### config.mk
export PLATFORM = sky130hd
export DESIGN_NAME = root_port_ctl
export DESIGN_NICKNAME = d
export VERILOG_FILES = /design/src/port_ctl_pkg.sv /design/src/root_port_ctl.sv
export SDC_FILE = /design/constraint.sdc
export NUM_CORES = 1
export LEC_CHECK = 0
export BUFFER_PORTS_ARGS = -buffer_cell sky130_fd_sc_hd__buf_2
export CORE_UTILIZATION = 49
export CTS_BUF_LIST = sky130_fd_sc_hd__clkbuf_4 sky130_fd_sc_hd__clkbuf_8
export CTS_CLUSTER_DIAMETER = 40
export DETAILED_ROUTE_END_ITERATION = 6
export PLACE_DENSITY = 0.76
export SETUP_SLACK_MARGIN = 0.1
export SYNTH_ARGS = -nofsm -noshare
export SYNTH_HDL_FRONTEND = slang
export SYNTH_SLANG_ARGS = --single-unit
### constraint.sdc
create_clock -name clock -period 1.95 [get_ports clock]
set_input_delay 0.0975 -clock clock [delete_from_list [all_inputs] [get_ports clock]]
set_output_delay 0.0975 -clock clock [all_outputs]
set_load 0.02 [all_outputs]
### src/port_ctl_pkg.sv
// package for the root port power, reset and overcurrent block
// assumes a single 25 MHz controller clock and a plain strobe register port
`default_nettype none
package port_ctl_pkg;
  // clock and timing
  localparam int CLOCK_HZ = 25_000_000;
  localparam int RESET_TIME_US = 10_000;  // port reset signalling length, microseconds
  localparam int RESET_CYCLES_DEFAULT = RESET_TIME_US * (CLOCK_HZ / 1_000_000);
  localparam int CNT_W = 24;              // wide enough for the default reset length
  localparam int SYNC_W = 3;              // pin synchroniser depth

  // register port widths
  localparam int ADDR_W = 4;
  localparam int DATA_W = 32;

  // register offsets (byte addresses)
  localparam logic [ADDR_W-1:0] OFS_PORT_STATUS = 4'h0;
  localparam logic [ADDR_W-1:0] OFS_HUB_CTRL = 4'h4;
  localparam logic [ADDR_W-1:0] OFS_HUB_CMD = 4'h8;

  // port status fields
  localparam int BIT_PRESENT = 0;
  localparam int BIT_ACTIVE = 1;
  localparam int BIT_SLEEP = 2;
  localparam int BIT_OVERCURRENT = 3;
  localparam int BIT_RESET = 4;
  localparam int BIT_POWER = 8;
  localparam int BIT_POWER_OFF = 9;
  localparam int BIT_ATTACH_CHG = 16;
  localparam int BIT_RESET_CHG = 20;

  // hub control fields
  localparam int BIT_SCHEME = 0;
  localparam int BIT_NO_SWITCH = 1;
  localparam int BIT_PER_PORT_OC = 2;
  localparam int BIT_PORT_SELECT = 3;

  // hub command fields (write only)
  localparam int BIT_ALL_OFF = 0;
  localparam int BIT_ALL_ON = 16;

  // reset values
  localparam logic [3:0] CTRL_RESET = 4'h0;

  // port reset sequencer
  typedef enum logic {RST_IDLE, RST_DRIVING} reset_phase_t;

  // register port request
  typedef struct packed {
    logic [ADDR_W-1:0] addr;
    logic [DATA_W-1:0] wdata;
    logic wr;
    logic rd;
  } bus_req_t;

  // whole state of the port block
  typedef struct packed {
    logic power_flag;
    logic present_flag;
    logic active_flag;
    logic sleep_flag;
    logic attach_chg;
    logic reset_chg;
    logic power_switch_scheme;
    logic no_switch;
    logic per_port_oc;
    logic per_port_power_select;
    logic [SYNC_W-1:0] oc_sync;
    logic oc_level;
    logic [SYNC_W-1:0] att_sync;
    logic att_level;
    reset_phase_t phase;
    logic [CNT_W-1:0] count;
    logic [DATA_W-1:0] rdata;
  } state_t;
endpackage
`default_nettype wire

### src/root_port_ctl.sv
// root hub downstream port: power switching, port reset, overcurrent status
// assumes the attach and overcurrent pins are asynchronous and the register
// master follows the one-cycle strobe convention with read data a cycle later
//
// Notes on behaviour
// [RL1] overcurrent clears the power flag always
// [RL2] single or global off clears power
// [RL3] global scheme: only global commands act
// [RL4] per-port selected: only single commands act
// [RL5] per-port unselected: only global commands act
// [RL6] power off clears present, active, sleep, reset
// [RL7] power flag reads 0 off, 1 on
// [RL8] writing 1 sets power, 0 ignored
// [RL9] no switching: power flag reads 1
// [RL10] reset request drives reset while flag set
// [RL11] reset end clears flag, sets change
// [RL12] reset of absent port sets attach change
// [RL13] reset request on 1, 0 ignored
// [RL14] overcurrent bit valid only per-port reporting
// [RL15] no per-port reporting: overcurrent reads 0
// [RL16] per-port reporting: bit tracks overcurrent input
// [RL17] single power-off on 1 at bit 9
// [RL18] overcurrent pin synchronised before use
// [RL19] bits 7 to 5 read zero
`default_nettype none
module root_port_ctl
  import port_ctl_pkg::*;
#(
  parameter int unsigned RESET_CYCLES = RESET_CYCLES_DEFAULT  // reset signalling length in clocks
) (
  input wire logic clock,
  input wire logic rst,
  input wire logic ce,
  input wire bus_req_t bus_req,
  output logic [DATA_W-1:0] rdata,
  input wire logic overcurrent_pin,
  input wire logic attach_pin,
  output logic port_power_en,
  output logic port_reset_drive,
  output logic port_overcurrent_flag
);

  // one-hit decode shared by every command and field write
  function automatic logic wr_hit(input bus_req_t r, input logic [ADDR_W-1:0] ofs);
    return r.wr && (r.addr == ofs);
  endfunction

  function automatic logic rd_hit(input bus_req_t r, input logic [ADDR_W-1:0] ofs);
    return r.rd && (r.addr == ofs);
  endfunction

  // word returned for a read; unmapped and write-only offsets give zero
  function automatic logic [DATA_W-1:0] read_word(input logic [ADDR_W-1:0] a, input state_t st);
    logic [DATA_W-1:0] w;
    w = '0;
    if (a == OFS_PORT_STATUS) begin
      w[BIT_PRESENT] = st.present_flag;
      w[BIT_ACTIVE] = st.active_flag;
      w[BIT_SLEEP] = st.sleep_flag;
      // [RL14] reported only per-port
      w[BIT_OVERCURRENT] = st.per_port_oc & st.oc_level;
      w[BIT_RESET] = (st.phase == RST_DRIVING);
      // [RL9] fixed power without switching
      w[BIT_POWER] = st.power_flag | st.no_switch;
      w[BIT_ATTACH_CHG] = st.attach_chg;
      w[BIT_RESET_CHG] = st.reset_chg;
    end else if (a == OFS_HUB_CTRL) begin
      w[BIT_SCHEME] = st.power_switch_scheme;
      w[BIT_NO_SWITCH] = st.no_switch;
      w[BIT_PER_PORT_OC] = st.per_port_oc;
      w[BIT_PORT_SELECT] = st.per_port_power_select;
    end
    return w;
  endfunction

  state_t state_reg;   // all registered state
  state_t state_next;  // its next value

  // command decode, visible to the checks below
  logic per_port_mode;
  logic single_on_cmd;
  logic single_power_off_cmd;
  logic all_power_on_cmd;
  logic all_power_off_cmd;
  logic reset_request_cmd;
  logic power_on_ok;
  logic power_off_ok;

  // command decode
  always_comb begin
    per_port_mode = state_reg.power_switch_scheme & state_reg.per_port_power_select;
    // [RL8] only a written 1 commands
    single_on_cmd = wr_hit(bus_req, OFS_PORT_STATUS) & bus_req.wdata[BIT_POWER];
    // [RL17] power-off command bit
    single_power_off_cmd = wr_hit(bus_req, OFS_PORT_STATUS) & bus_req.wdata[BIT_POWER_OFF];
    all_power_on_cmd = wr_hit(bus_req, OFS_HUB_CMD) & bus_req.wdata[BIT_ALL_ON];
    all_power_off_cmd = wr_hit(bus_req, OFS_HUB_CMD) & bus_req.wdata[BIT_ALL_OFF];
    // [RL13] only a written 1 requests reset
    reset_request_cmd = wr_hit(bus_req, OFS_PORT_STATUS) & bus_req.wdata[BIT_RESET];
    // [RL3] [RL4] [RL5] scheme picks the command pair
    power_on_ok = per_port_mode ? single_on_cmd : all_power_on_cmd;
    power_off_ok = per_port_mode ? single_power_off_cmd : all_power_off_cmd;
  end

  // next-state logic; everything holds while ce is low
  always_comb begin
    state_next = state_reg;
    if (ce) begin
      // [RL18] three-stage pin synchronisers
      state_next.oc_sync = {state_reg.oc_sync[SYNC_W-2:0], overcurrent_pin};
      state_next.att_sync = {state_reg.att_sync[SYNC_W-2:0], attach_pin};
      // level moves only once stages two and three agree
      if (state_reg.oc_sync[SYNC_W-2] == state_reg.oc_sync[SYNC_W-1]) begin
        state_next.oc_level = state_reg.oc_sync[SYNC_W-1];
      end
      if (state_reg.att_sync[SYNC_W-2] == state_reg.att_sync[SYNC_W-1]) begin
        state_next.att_level = state_reg.att_sync[SYNC_W-1];
      end

      // hub control register write
      if (wr_hit(bus_req, OFS_HUB_CTRL)) begin
        state_next.power_switch_scheme = bus_req.wdata[BIT_SCHEME];
        state_next.no_switch = bus_req.wdata[BIT_NO_SWITCH];
        state_next.per_port_oc = bus_req.wdata[BIT_PER_PORT_OC];
        state_next.per_port_power_select = bus_req.wdata[BIT_PORT_SELECT];
      end

      // [RL8] power on command
      if (power_on_ok) begin
        state_next.power_flag = 1'b1;
      end
      // [RL2] power off command
      if (power_off_ok) begin
        state_next.power_flag = 1'b0;
      end
      // [RL1] overcurrent wins over any on command
      if (state_reg.oc_level) begin
        state_next.power_flag = 1'b0;
      end

      // write-one-to-clear of the change flags, before any set below
      if (wr_hit(bus_req, OFS_PORT_STATUS)) begin
        if (bus_req.wdata[BIT_ATTACH_CHG]) begin
          state_next.attach_chg = 1'b0;
        end
        if (bus_req.wdata[BIT_RESET_CHG]) begin
          state_next.reset_chg = 1'b0;
        end
        // enable is set here on a present port and again at reset end; suspend is only set here, on an enabled port
        if (bus_req.wdata[BIT_ACTIVE] && state_reg.present_flag) begin
          state_next.active_flag = 1'b1;
        end
        if (bus_req.wdata[BIT_SLEEP] && state_reg.active_flag) begin
          state_next.sleep_flag = 1'b1;
        end
      end

      // attach state follows the pin, masked while unpowered so a lagging
      // synchroniser cannot keep raising the change flag against a clear
      state_next.present_flag = state_reg.att_level & (state_next.power_flag | state_next.no_switch);
      if (state_next.present_flag != state_reg.present_flag) begin
        state_next.attach_chg = 1'b1;
      end
      if (!state_reg.att_level) begin
        state_next.active_flag = 1'b0;
        state_next.sleep_flag = 1'b0;
      end

      // port reset sequencer
      case (state_reg.phase)
        RST_IDLE: begin
          if (reset_request_cmd) begin
            if (state_reg.present_flag) begin
              // [RL10] start reset signalling
              state_next.phase = RST_DRIVING;
              state_next.count = CNT_W'(RESET_CYCLES - 1);
            end else begin
              // [RL12] absent port: flag attach change
              state_next.attach_chg = 1'b1;
            end
          end
        end
        RST_DRIVING: begin
          if (state_reg.count == '0) begin
            // [RL11] flag drops with change set
            state_next.phase = RST_IDLE;
            state_next.reset_chg = 1'b1;
            state_next.active_flag = state_reg.present_flag;
            state_next.sleep_flag = 1'b0;
          end else begin
            state_next.count = state_reg.count - 1'b1;
          end
        end
        default: begin
          state_next.phase = RST_IDLE;
        end
      endcase

      // [RL6] unpowered port keeps no link state
      if (!(state_next.power_flag | state_next.no_switch)) begin
        state_next.present_flag = 1'b0;
        state_next.active_flag = 1'b0;
        state_next.sleep_flag = 1'b0;
        state_next.phase = RST_IDLE;
      end

      // [RL7] [RL19] read data stands for one cycle only
      state_next.rdata = bus_req.rd ? read_word(bus_req.addr, state_reg) : '0;
    end
  end

  // state register
  always_ff @(posedge clock or posedge rst) begin
    if (rst) begin
      state_reg <= '0;
      state_reg.phase <= RST_IDLE;
      {state_reg.power_switch_scheme, state_reg.no_switch, state_reg.per_port_oc,
       state_reg.per_port_power_select} <= CTRL_RESET;
    end else begin
      state_reg <= state_next;
    end
  end

  // outputs straight from state
  assign rdata = state_reg.rdata;
  assign port_power_en = state_reg.power_flag | state_reg.no_switch;
  assign port_reset_drive = (state_reg.phase == RST_DRIVING);
  // [RL15] [RL16] per-port overcurrent report
  assign port_overcurrent_flag = state_reg.per_port_oc & state_reg.oc_level;
endmodule // root_port_ctl
`default_nettype wire

==> impl_results.md <==
- Area grow syn2layout: 26.30%
- Clock Latency Late Sink: slightly above 0.3 ns
- Mapped Area: between 2000 and 3000 µm²
- Worst-path fanout max: 5
- Lkg Pwr: between 1.5 and 2 nW
- DP Wirelength: ~4.3 mm
- Number of synthesized flops with an enable pin: 0
- WHS Path Cells: 2
- Vias in the first global route: 2100
- Top post-synthesis cells by count: dfrtp_1, nor2_1, buf_4, o21ai_0, nand3_1
- Crit path cell chain: inv_2, ha_4, nor2b_4, nand4_1, o21a_2, buf_12, nand3_1, xor2_1, nor2_1
- Worst path max stage delay: 0.42 ns
- CTS Sinks: 51
- Post-synthesis sequential area ratio: 0.4562
- Crit start category: flip-flop
- Critical Path Sink Type: flip-flop
- Post-Syn Instances: 290
- Warnings, synthesis: 0
- Avg Inst Size Synth: about 9.6 µm²
- Status: complete, no violations
- Endpoint, Worst Hold: state_reg[65]
- Gr ovfl total: 0
- ANT nets after route: 0
- Fin nets: 398
- Die Y: 77.56 µm
- DIE WIDTH: 77.56 µm
- Filler cells: 425
- Final Max Slew Viols: 0
- Post-Place Worst Slack: -0.07630 ns
- Initial Util: 0.5081
- Via count: approximately 2300
- Netlist cell types: 47
- Final WL: 6.390 mm
- PwrDens: 726.9 nW/µm²
- DRT iter0 DRCs: 137
- Max Cap Violations: 0
- Layout Skew: around 0.0055 ns
- WHS: roughly 0.024 ns
- IO Port Bufs: 30
- Crit path DAT: 2.13 ns
- Final Hold Violating Endpoints: 0
- Reg2reg end: state_reg[42]
- Antenna diode count: 0
- Initial antenna violation count: 0
- Reg area: 1276 µm²
- DRC violations left: 0
- Die area: around 6000 µm²
- Core box area: approximately 5500 µm²
- Worst R2R Path Depth: 9
- DR pass1 iterations: 4
- Tcrit/Tclk final: 0.9900
- Unrepaired setup endpoints after global routing: true
- TritonCTS clock tree: yes
- First-pass GRT wire length: 9.729 mm
- Hold path startpoint: bus_req[5]
- Slowest-stage cell, CP: dfrtp_1
- Avg WL per Cell: 14.96 µm
- Worst EP required: 2.15 ns
- Root Driver: clkbuf_8
- Worst-path clk slew: ~0.09 ns
- Area of the multi-input gates: between 1000 and 1500 µm²
- Count of final setup violators: 0
- Final WS setup: 0.01944 ns
- Crit Reg-Reg Startpoint: state_reg[33]
- Post-synth top area cell: dfrtp_1
- Placer Congestion: 0.8978
- FF+latch count, synth: 51
- Number of buffers created by CTS: 5
- GRT Overall Usage: 0.2043
- Layout cells sized above 1: 0.3662
- R2R setup slack: just under 0.02 ns
- Critical path type: reg2reg
- CTS H-tree depth: 2
- Worst-Margin Slew: approximately 0.54 ns
- Max reg flops: 42
- Synth async-reset ratio: 1.000
- Area contributors post-synth: dfrtp_1, buf_4, nor2_1, o21ai_0, mux2_2
- Max-slew headroom: 0.6379
- Max frequency: approximately 0.52 GHz
- Ports: 78
- Maximum vdd ir drop: around 0.45 mV
- CTS Buffer Depth: 2
- Ys flop type: dfrtp_1
- Top cell type's share of synthesized area: 0.4562
- Min-delay worst type: in2reg
- Num rows: 27
- Period minus WS final: roughly 1.9 ns
- Most frequent cell after synthesis: dfrtp_1
- Pin count of the biggest net entering global routing: 27
- Via density: 5.433
==> final cells by class <==
type,instances,share of cell area
Clock buffer,5,0.01948
Clock inverter,3,0.01912
Inverter,10,0.01062
Multi-Input combinational cell,212,0.4168
Sequential cell,51,0.3612
Tap cell,72,0.02550
Timing Repair Buffer,74,0.1473
==> through the flow <==
| stage | setup TNS, ns | utilization | total power [W] | cell area (µm²) | std cells |
|---|---|---|---|---|---|
| CTS | 0 | 0.6021 | 0.002532 | 3316 | 421 |
| floorplan | -0.05608 | - | 0.001540 | 2894 | 313 |
| global placement | -0.2613 | 0.5683 | 0.001639 | 3129 | 410 |
| global route | -0.3611 | 0.6417 | 0.002676 | 3533 | 427 |
| finish | 0 | 0.6417 | 0.002568 | 3533 | 427 |
| detailed placement | -0.6106 | 0.5683 | 0.001659 | 3129 | 410 |
==> critical path, delay by kind of cell, from the launching register on <==
family	cells	cell delay (ns)
buffers and inverters	2	0.23
adders and majority gates	1	0.14
xor gates and xnor gates	1	0.20
AOI/OAI and AO/OA	1	0.32
and+or+nand+nor	4	0.51
DFF	1	0.42
==> logic make-up (layout without fill, tap and decap cells) <==
kind of cell,Yosys count,after routing,synth area share
XOR/XNOR,15,15,0.04696
other,1,24,0.001340
buffers and inverters,50,92,0.1136
multiplexers,14,14,0.05367
AO/OA/AOI/OAI,51,51,0.1266
adder cells (fa/ha/maj),1,1,0.004472
flip-flops,51,51,0.4562
AND/OR/NAND/NOR,107,107,0.1972
==> worst max path at each step <==
stage | start | to | slack, ns | cells after the start
finish | state_reg[33] | state_reg[42] | 0.02 | 9
global route | state_reg[47] | state_reg[35] | -0.09 | 9
CTS | state_reg[33] | state_reg[35] | 0.07 | 10
detailed placement | bus_req[35] | state_reg[72] | -0.08 | 8
global placement | bus_req[35] | state_reg[70] | -0.05 | 7
floorplan | bus_req[36] | state_reg[37] | -0.06 | 7
==> what timing repair did <==
action | 4_1_cts | 5_1_grt
setup endpoints to repair | 14 | 28
resized for setup | 5 | 41
hold buffers | 1 | 0
pin swaps | 2 | 15
endpoints found under the hold margin | 24 | 0
buffers inserted | 2 | 5
cloned | 0 | 1
==> cell usage in the layout (no fill, tap or decap), types with 8 or more instances in the layout <==
cell     netlist  final
dfrtp_1       51     51
buf_4         32     39
nor2_1        34     34
buf_2          2     30
conb_1         1     24
nand2_1       14     12
o21ai_0       18     11
xor2_1        10      9
nand3_1       15      9
inv_1         10      8
a21oi_1        9      8
mux2_2         8      8
==> layer usage <==
metal	vias up	global-route usage	routed length, µm
li1	1094	-	-
met1	1152	0.2751	2786
met2	67	0.3354	3269
met3	7	0.03529	257
met4	0	0.06226	78
met5	-	0	0
==> report_power, final <==
group	internal (W)	switching, W
registers	0.00114	0.0000934
logic	0.000205	0.000260
clock network	0.000511	0.000358
(Power assumes the default switching activity.)
